**src/hw/sfr_pkg.sv**
```systemverilog
package sfr_pkg;

	// ---------------------------------------------------------------
	// Recovery pattern frame lengths
	// ---------------------------------------------------------------
	localparam logic [5:0] FRAME_A_CLOCKS      = 6'h07;
	localparam logic [5:0] FRAME_B_CLOCKS      = 6'h0D;
	localparam logic [5:0] FRAME_C_CLOCKS      = 6'h19;
	localparam logic [5:0] FRAME_PROTO_CLOCKS  = 6'h08;

	// ---------------------------------------------------------------
	// Timing
	// ---------------------------------------------------------------
	localparam int         CLK_PERIOD_NS       = 40;
	localparam int         DESELECT_TIME_NS    = 50;
	localparam int         DESELECT_CYCLES     =
		(DESELECT_TIME_NS + CLK_PERIOD_NS - 1) / CLK_PERIOD_NS;
	localparam int         SCLK_DIV            = 4;

	// ---------------------------------------------------------------
	// Execute-in-place framing and delivery state
	// ---------------------------------------------------------------
	localparam logic [5:0] EXEC_ADDR_BITS      = 6'h18;
	localparam logic [7:0] ARRAY_ERASED        = 8'hFF;
	localparam logic [7:0] STATUS_DELIVERED    = 8'h00;
	localparam logic       EXEC_AT_POWER_UP    = 1'h1;
	localparam logic       QUAD_AT_POWER_UP    = 1'h1;

	typedef enum logic [2:0] {
		SFR_TRK_IDLE  = 3'h0,
		SFR_TRK_GOT_A = 3'h1,
		SFR_TRK_GOT_B = 3'h3,
		SFR_TRK_GOT_C = 3'h2,
		SFR_TRK_DONE  = 3'h6
	} sfr_trk_t;

	typedef enum logic [2:0] {
		SFR_HST_IDLE  = 3'h0,
		SFR_HST_LOW   = 3'h1,
		SFR_HST_HIGH  = 3'h3,
		SFR_HST_GAP   = 3'h2,
		SFR_HST_DONE  = 3'h6
	} sfr_hst_t;

endpackage

```
**src/hw/sfr_link_if.sv**
```systemverilog
`timescale 1ns/1ns
interface sfr_link_if;
	logic sclk;
	logic chip_select_n;
	logic serial_data_line_zero;
	logic data_line_three_hold;
	logic data_out;

	modport host (
		output sclk,
		output chip_select_n,
		output serial_data_line_zero,
		output data_line_three_hold,
		input  data_out
	);

	modport memory (
		input  sclk,
		input  chip_select_n,
		input  serial_data_line_zero,
		input  data_line_three_hold,
		output data_out
	);
endinterface

```
**src/hw/sfr_memory.sv**
```systemverilog
`timescale 1ns/1ns
// How it works
// RULE1: Frames of 7,13,25 clocks end execute-in-place.
// RULE2: Host raises select before the next clock.
// RULE3: One 8-clock frame with line three forces serial.
// RULE4: Host sends exit frames before protocol frame.
// RULE5: Host keeps select high 50 ns between frames.
// RULE6: Recovered state holds until next power-up.
// RULE7: Host may rewrite nonvolatile configuration afterwards.
// RULE8: Erased array reads FFh everywhere.
// RULE9: Delivered status register reads 00h.
// RULE10: In execute-in-place, first 24 bits are address.
// RULE11: First dummy bit one leaves execute-in-place.
// RULE12: Count clocks, clear on select rise, track lengths.
module sfr_memory #(
	parameter int DUMMY_CLOCKS = 8
) (
	// System
	input  wire logic ref_clk_in,
	input  wire logic srst_in,
	// Link
	sfr_link_if.memory link,
	// Status
	output logic      exec_active_out,
	output logic      quad_active_out,
	output logic      recovered_out,
	output logic [7:0] status_reg_out
);

	// ---------------------------------------------------------------
	// Pin synchronisers
	// ---------------------------------------------------------------
	logic [1:0] sclk_sync_q;
	logic [1:0] cs_sync_q;
	logic [1:0] d0_sync_q;
	logic [1:0] d3_sync_q;
	logic       sclk_last_q;
	logic       cs_last_q;

	always_ff @(posedge ref_clk_in) begin
		if (srst_in) begin
			sclk_sync_q <= 2'h0;
			cs_sync_q   <= 2'h3;
			d0_sync_q   <= 2'h0;
			d3_sync_q   <= 2'h0;
			sclk_last_q <= 1'h0;
			cs_last_q   <= 1'h1;
		end else begin
			sclk_sync_q <= {sclk_sync_q[0], link.sclk};
			cs_sync_q   <= {cs_sync_q[0], link.chip_select_n};
			d0_sync_q   <= {d0_sync_q[0], link.serial_data_line_zero};
			d3_sync_q   <= {d3_sync_q[0], link.data_line_three_hold};
			sclk_last_q <= sclk_sync_q[1];
			cs_last_q   <= cs_sync_q[1];
		end
	end

	// Data is sampled with the synchronised clock, so the bench must keep data
	// stable across the rising edge of the serial clock.
	logic sclk_rise;
	logic cs_rise;
	logic cs_fall;
	logic selected;
	assign sclk_rise = sclk_sync_q[1] && !sclk_last_q;
	assign cs_rise   = cs_sync_q[1] && !cs_last_q;
	assign cs_fall   = !cs_sync_q[1] && cs_last_q;
	assign selected  = !cs_sync_q[1];

	// ---------------------------------------------------------------
	// Frame clock counter and line-high qualifiers
	// ---------------------------------------------------------------
	logic [5:0] clk_count_q;
	logic       d0_all_high_q;
	logic       d3_all_high_q;

	always_ff @(posedge ref_clk_in) begin
		if (srst_in || cs_rise || cs_fall) begin
			clk_count_q <= 6'h00; // RULE12
		end else if (selected && sclk_rise && clk_count_q != 6'h3F) begin
			clk_count_q <= clk_count_q + 6'h01; // RULE12
		end
	end

	always_ff @(posedge ref_clk_in) begin
		if (srst_in || cs_fall) begin
			d0_all_high_q <= 1'h1;
			d3_all_high_q <= 1'h1;
		end else if (selected && sclk_rise) begin
			d0_all_high_q <= d0_all_high_q && d0_sync_q[1];
			d3_all_high_q <= d3_all_high_q && d3_sync_q[1];
		end
	end

	function automatic logic frame_is(input logic [5:0] cnt, input logic [5:0] len);
		return cnt == len;
	endfunction

	// ---------------------------------------------------------------
	// Recovery pattern tracker
	// ---------------------------------------------------------------
	sfr_pkg::sfr_trk_t trk_q;
	logic              d0_ok;
	assign d0_ok = d0_all_high_q;

	always_ff @(posedge ref_clk_in) begin
		if (srst_in) begin
			trk_q <= sfr_pkg::SFR_TRK_IDLE;
		end else if (cs_rise) begin
			case (trk_q)
				sfr_pkg::SFR_TRK_IDLE: begin
					if (d0_ok && frame_is(clk_count_q, sfr_pkg::FRAME_A_CLOCKS)) begin
						trk_q <= sfr_pkg::SFR_TRK_GOT_A; // RULE1
					end
				end
				sfr_pkg::SFR_TRK_GOT_A: begin
					if (d0_ok && frame_is(clk_count_q, sfr_pkg::FRAME_B_CLOCKS)) begin
						trk_q <= sfr_pkg::SFR_TRK_GOT_B; // RULE1
					end else begin
						trk_q <= sfr_pkg::SFR_TRK_IDLE;
					end
				end
				sfr_pkg::SFR_TRK_GOT_B: begin
					if (d0_ok && frame_is(clk_count_q, sfr_pkg::FRAME_C_CLOCKS)) begin
						trk_q <= sfr_pkg::SFR_TRK_GOT_C; // RULE1
					end else begin
						trk_q <= sfr_pkg::SFR_TRK_IDLE;
					end
				end
				sfr_pkg::SFR_TRK_GOT_C: begin
					if (d0_ok && d3_all_high_q
						&& frame_is(clk_count_q, sfr_pkg::FRAME_PROTO_CLOCKS)) begin
						trk_q <= sfr_pkg::SFR_TRK_DONE; // RULE3
					end
				end
				sfr_pkg::SFR_TRK_DONE: begin
					trk_q <= sfr_pkg::SFR_TRK_DONE; // RULE6
				end
				default: begin
					trk_q <= sfr_pkg::SFR_TRK_IDLE;
				end
			endcase
		end
	end

	// ---------------------------------------------------------------
	// Mode state
	// ---------------------------------------------------------------
	// Power-up mode models an undefined nonvolatile setting: both modes on.
	logic       exec_q;
	logic       quad_q;
	logic       exit_pending_q;
	logic [5:0] exec_confirm_pos;
	assign exec_confirm_pos = sfr_pkg::EXEC_ADDR_BITS + 6'h01;

	always_ff @(posedge ref_clk_in) begin
		if (srst_in) begin
			exit_pending_q <= 1'h0;
		end else if (cs_fall) begin
			exit_pending_q <= 1'h0;
		end else if (exec_q && selected && sclk_rise
			&& clk_count_q == sfr_pkg::EXEC_ADDR_BITS) begin
			exit_pending_q <= d0_sync_q[1]; // RULE11
		end
	end

	always_ff @(posedge ref_clk_in) begin
		if (srst_in) begin
			exec_q <= sfr_pkg::EXEC_AT_POWER_UP;
		end else if (trk_q == sfr_pkg::SFR_TRK_GOT_C
			|| trk_q == sfr_pkg::SFR_TRK_DONE) begin
			exec_q <= 1'h0; // RULE1 RULE6
		end else if (cs_rise && exit_pending_q) begin
			exec_q <= 1'h0; // RULE11
		end
	end

	always_ff @(posedge ref_clk_in) begin
		if (srst_in) begin
			quad_q <= sfr_pkg::QUAD_AT_POWER_UP;
		end else if (trk_q == sfr_pkg::SFR_TRK_DONE) begin
			quad_q <= 1'h0; // RULE3 RULE6
		end
	end

	// ---------------------------------------------------------------
	// Execute-in-place read: address then dummies then erased data
	// ---------------------------------------------------------------
	// Address bits only move the count on: every location of an erased
	// array reads the same, so no address is kept.
	logic       dout_q;
	logic [5:0] data_start;
	assign data_start = exec_confirm_pos + 6'(DUMMY_CLOCKS - 1); // RULE10

	always_ff @(posedge ref_clk_in) begin
		if (srst_in || !selected) begin
			dout_q <= 1'h0;
		end else if (exec_q && clk_count_q >= data_start) begin
			dout_q <= sfr_pkg::ARRAY_ERASED[3'(clk_count_q)]; // RULE8 RULE10
		end
	end

	always_ff @(posedge ref_clk_in) begin
		if (srst_in) begin
			exec_active_out <= sfr_pkg::EXEC_AT_POWER_UP;
			quad_active_out <= sfr_pkg::QUAD_AT_POWER_UP;
			recovered_out   <= 1'h0;
			status_reg_out  <= sfr_pkg::STATUS_DELIVERED; // RULE9
		end else begin
			exec_active_out <= exec_q;
			quad_active_out <= quad_q;
			recovered_out   <= trk_q == sfr_pkg::SFR_TRK_DONE;
			status_reg_out  <= sfr_pkg::STATUS_DELIVERED; // RULE9
		end
	end

	assign link.data_out = dout_q;

endmodule

```
**src/flat_wrapper.sv**
```systemverilog
// flat-port wrapper written by rule: the top's interface ports become plain ports
module sfr_memory_flat 
#(
	parameter int DUMMY_CLOCKS = 8
)
  (ref_clk_in, srst_in, exec_active_out, quad_active_out, recovered_out, status_reg_out, link_sclk, link_chip_select_n, link_serial_data_line_zero, link_data_line_three_hold, link_data_out);
  sfr_link_if link_i ();
  input  wire logic ref_clk_in;
  input  wire logic srst_in;
  output logic exec_active_out;
  output logic quad_active_out;
  output logic recovered_out;
  output logic [7:0] status_reg_out;
  input wire logic [$bits(link_i.sclk)-1:0] link_sclk;
  input wire logic [$bits(link_i.chip_select_n)-1:0] link_chip_select_n;
  input wire logic [$bits(link_i.serial_data_line_zero)-1:0] link_serial_data_line_zero;
  input wire logic [$bits(link_i.data_line_three_hold)-1:0] link_data_line_three_hold;
  output wire logic [$bits(link_i.data_out)-1:0] link_data_out;
  assign link_i.sclk = link_sclk;
  assign link_i.chip_select_n = link_chip_select_n;
  assign link_i.serial_data_line_zero = link_serial_data_line_zero;
  assign link_i.data_line_three_hold = link_data_line_three_hold;
  assign link_data_out = link_i.data_out;
  sfr_memory #(.DUMMY_CLOCKS(DUMMY_CLOCKS)) u_core (.ref_clk_in(ref_clk_in), .srst_in(srst_in), .link(link_i), .exec_active_out(exec_active_out), .quad_active_out(quad_active_out), .recovered_out(recovered_out), .status_reg_out(status_reg_out));
endmodule
```
**config.mk**
```make
export PLATFORM = sky130hd
export DESIGN_NAME = sfr_memory_flat
export DESIGN_NICKNAME = d
export VERILOG_FILES = /design/src/hw/sfr_pkg.sv /design/src/hw/sfr_link_if.sv /design/src/hw/sfr_memory.sv /design/src/flat_wrapper.sv
export SDC_FILE = /design/constraint.sdc
export NUM_CORES = 1
export LEC_CHECK = 0
export BUFFER_PORTS_ARGS = -buffer_cell sky130_fd_sc_hd__buf_4
export CAP_MARGIN = 20
export CELL_PAD_IN_SITES_DETAIL_PLACEMENT = 0
export CELL_PAD_IN_SITES_GLOBAL_PLACEMENT = 1
export CORE_AREA = 8 8 75 61
export CTS_CLUSTER_DIAMETER = 150
export CTS_CLUSTER_SIZE = 24
export DETAILED_ROUTE_END_ITERATION = 7
export DIE_AREA = 0 0 83 69
export GPL_ROUTABILITY_DRIVEN = 0
export GPL_TIMING_DRIVEN = 0
export PLACE_DENSITY = 0.81
export SLEW_MARGIN = 20
export SYNTH_ARGS = -nofsm -noshare
export SYNTH_HDL_FRONTEND = slang
export SYNTH_SLANG_ARGS = --single-unit
```
**constraint.sdc**
```tcl
create_clock -name ref_clk_in -period 1.54 [get_ports ref_clk_in]
set_clock_uncertainty 0.05 [all_clocks]
set_input_delay 0.231 -clock ref_clk_in [delete_from_list [all_inputs] [get_ports ref_clk_in]]
set_output_delay 0.231 -clock ref_clk_in [all_outputs]
set_load 0.02 [all_outputs]
```
==> out/results.ini <==
[worst_hold_path]
hold_class=primary input to flip-flop

[critical_path]
crit_top_cell=nor3_1
worst-r2r-setup-slack_ns=0.04
slowest_delay_ns=0.38
path_cells=or3b_1 > buf_6 > nor3_1 > and3_1 > nor3_1
endpoint_kind=flip-flop
critPathSlowestCell=or3b_1
cp.arrival_ns=1.61
cp-start-kind=flip-flop
crit_type=flip-flop to flip-flop
cp_max_fo=8
critPathRequiredTime_ns=1.65

[floorplan]
rows=19
die_area_sq_mm=0.005727
pin_count=18
coreArea_sq_mm=0.003447
die_w_um=83
start_util=0.3477
die_h_um=69

[drt]
drtPass1Iterations=4
wl_per_cell_um=11.65
routed_wl_um=2190
drt_iter0_markers=49
dr_total_vias=880
route.detailed.drc=0
via_per_inst=4.681
ant_nets=0

[yosys]
synth_edf_count=0
synth_ff_type=dfxtp_1
ys_ff_latch=28
ys_types=36
syn_inst=128
async_reset_ff_frac=0
yosys_warnings=0
yosysSeqAreaShare=0.4676
syn_area_sq_mm=0.001199
avgSynthCellArea_sq_um=9.364

[clocking]
cts.path.max_buffers=2
clock_sinks=28
cts_buffers=3
cts_tree=done
root_buffer=clkbuf_8
hold_buffers=0
insertion_delay_ns=0.27
path_clk_slew_ns=0.09
htreeDepth=1

[timing]
setup_viol=0
tns_ns=0
drv_slew=0
hold_viol_final=0
max_freq_ghz=0.6647
period_minus_slack_ns=1.504
rsz0062_at_grt=true
period_share=0.9769
whs_ns=0.09935

[grt]
grt_pass1_wl_um=3919
overflow=0
grt_max_degree=15
grt_usage=0.07885
grt_pass1_vias=885
antenna_found_initial=0

[place]
portBuffers=9
dp_hpwl_um=1615

[cells_and_area]
drive_gt1_frac=0.2945
area_growth_pct=20.88
multi_input_area_sq_um=605.6
nets=157
fillCellCount=350
mostFrequentLayoutCell=dfxtp_1
regArea_sq_um=571.8
insertedDiodeCount=0
final_cell_mix=dfxtp_1 (23), buf_4 (18), nor2_1 (13)

[run]
maxCapViolCount=0

[power_and_ir_drop]
power_density_mw_per_mm2=820.9
leakage_uw=0.0005152
peakVddDrop_mv=0.6466

[run_status]
outcome=finished, final reports clean

[sequential cells by signal, summed over array words and instances (netlist names)]
name                    flops
u_core.clk_count_q          6
u_core.cs_last_q            1
u_core.cs_sync_q            2
u_core.d0_all_high_q        1
u_core.d0_sync_q            2
u_core.d3_all_high_q        1
u_core.d3_sync_q            2
u_core.exec_active_out      1
u_core.exec_q               1
u_core.exit_pending_q       1
u_core.link.data_out        1
u_core.quad_active_out      1
u_core.quad_q               1
u_core.recovered_out        1
u_core.sclk_last_q          1
u_core.sclk_sync_q          2
u_core.trk_q                3
[logic make-up (layout without fill, tap and decap cells)]
kind of cell | count (synthesis) | after routing | share of synthesized area
mux | 2 | 2 | 0.01670
fa+ha+maj | 3 | 3 | 0.03132
flops | 28 | 28 | 0.4676
other cells | 1 | 8 | 0.003129
xor+xnor | 4 | 4 | 0.02922
compound gates | 13 | 13 | 0.07725
simple gates | 58 | 58 | 0.2818
buf+inv | 19 | 30 | 0.09290
[final timing paths]
| check | to | start | cells past startpoint |
|---|---|---|---|
| setup / recovery | u_core.clk_count_q[5] | u_core.cs_sync_q[1] | 5 |
| hold / removal | u_core.cs_sync_q[0] | link_chip_select_n | 2 |
| setup reg to reg | u_core.clk_count_q[5] | u_core.cs_sync_q[1] | 5 |
| hold reg to reg | u_core.cs_sync_q[1] | u_core.cs_sync_q[0] | 1 |
[cell type report]
cell class / count / area share
multi-input cells: 88 / 0.4180
flip-flops and latches: 28 / 0.3946
plain buffers: 13 / 0.06045
repair buffers: 10 / 0.05181
well taps: 42 / 0.03627
clock buffers: 3 / 0.02850
inverters: 4 / 0.01036
[stage by stage]
stage | power (uW) | std cells | utilization | setup WS [ns] | area, sq um
after CTS | 1213 | 189 | 0.4040 | 0.001376 | 1393
after global routing | 1256 | 188 | 0.4203 | -0.02823 | 1449
after global placement | 829.8 | 186 | 0.3902 | 0.01212 | 1345
after detailed placement | 831.8 | 186 | 0.3902 | -0.02363 | 1345
after floorplan | 813.5 | 135 | - | 0.07571 | 1225
final | 1189 | 188 | 0.4203 | 0.03561 | 1449
[power breakdown]
part           total (uW)  internal, uW  switching [uW]  leakage (uW)
Sequential            736           732            4.09      0.000230
Combinational        77.2          35.8            41.5      0.000264
Clock                 376           175             201     0.0000216
Total                1190           943             247      0.000515
[cell usage after synthesis (3+ instances only)]
master / number / area (sq um)
nand2_1: 10 / 37.54
nor3_1: 4 / 20.02
nor2_1: 13 / 48.80
clkbuf_1: 4 / 15.01
buf_4: 8 / 60.06
nor2b_1: 8 / 50.05
ha_1: 3 / 37.54
xnor2_1: 4 / 35.03
dfxtp_1: 28 / 560.5
nand2b_1: 3 / 18.77
inv_1: 4 / 15.01
or2_2: 4 / 25.02
[repair_timing]
item / in CTS / in global routing
setup endpoints to repair: 1 / 9
hold endpoints to repair: 0 / 0
buffers inserted: 0 / 1
pin swaps: 0 / 4
gates resized for setup: 1 / 17
[routing by layer]
layer / wire (um) / vias to the layer above / global-route usage
met2: 995 / 18 / 0.1241
met5: 0 / - / 0
li1: - / 448 / -
met1: 1076 / 409 / 0.09369
met3: 104 / 5 / 0.03638
met4: 13 / 0 / 0.02140
[worst max-delay path: cells and delay by family (launching register included)]
family                 cells  cell delay (ns)
buffers and inverters      1             0.16
flip-flops                 1             0.33
AND/OR/NAND/NOR            4             0.86
No activity file was read; power rests on OpenSTA's default activity.
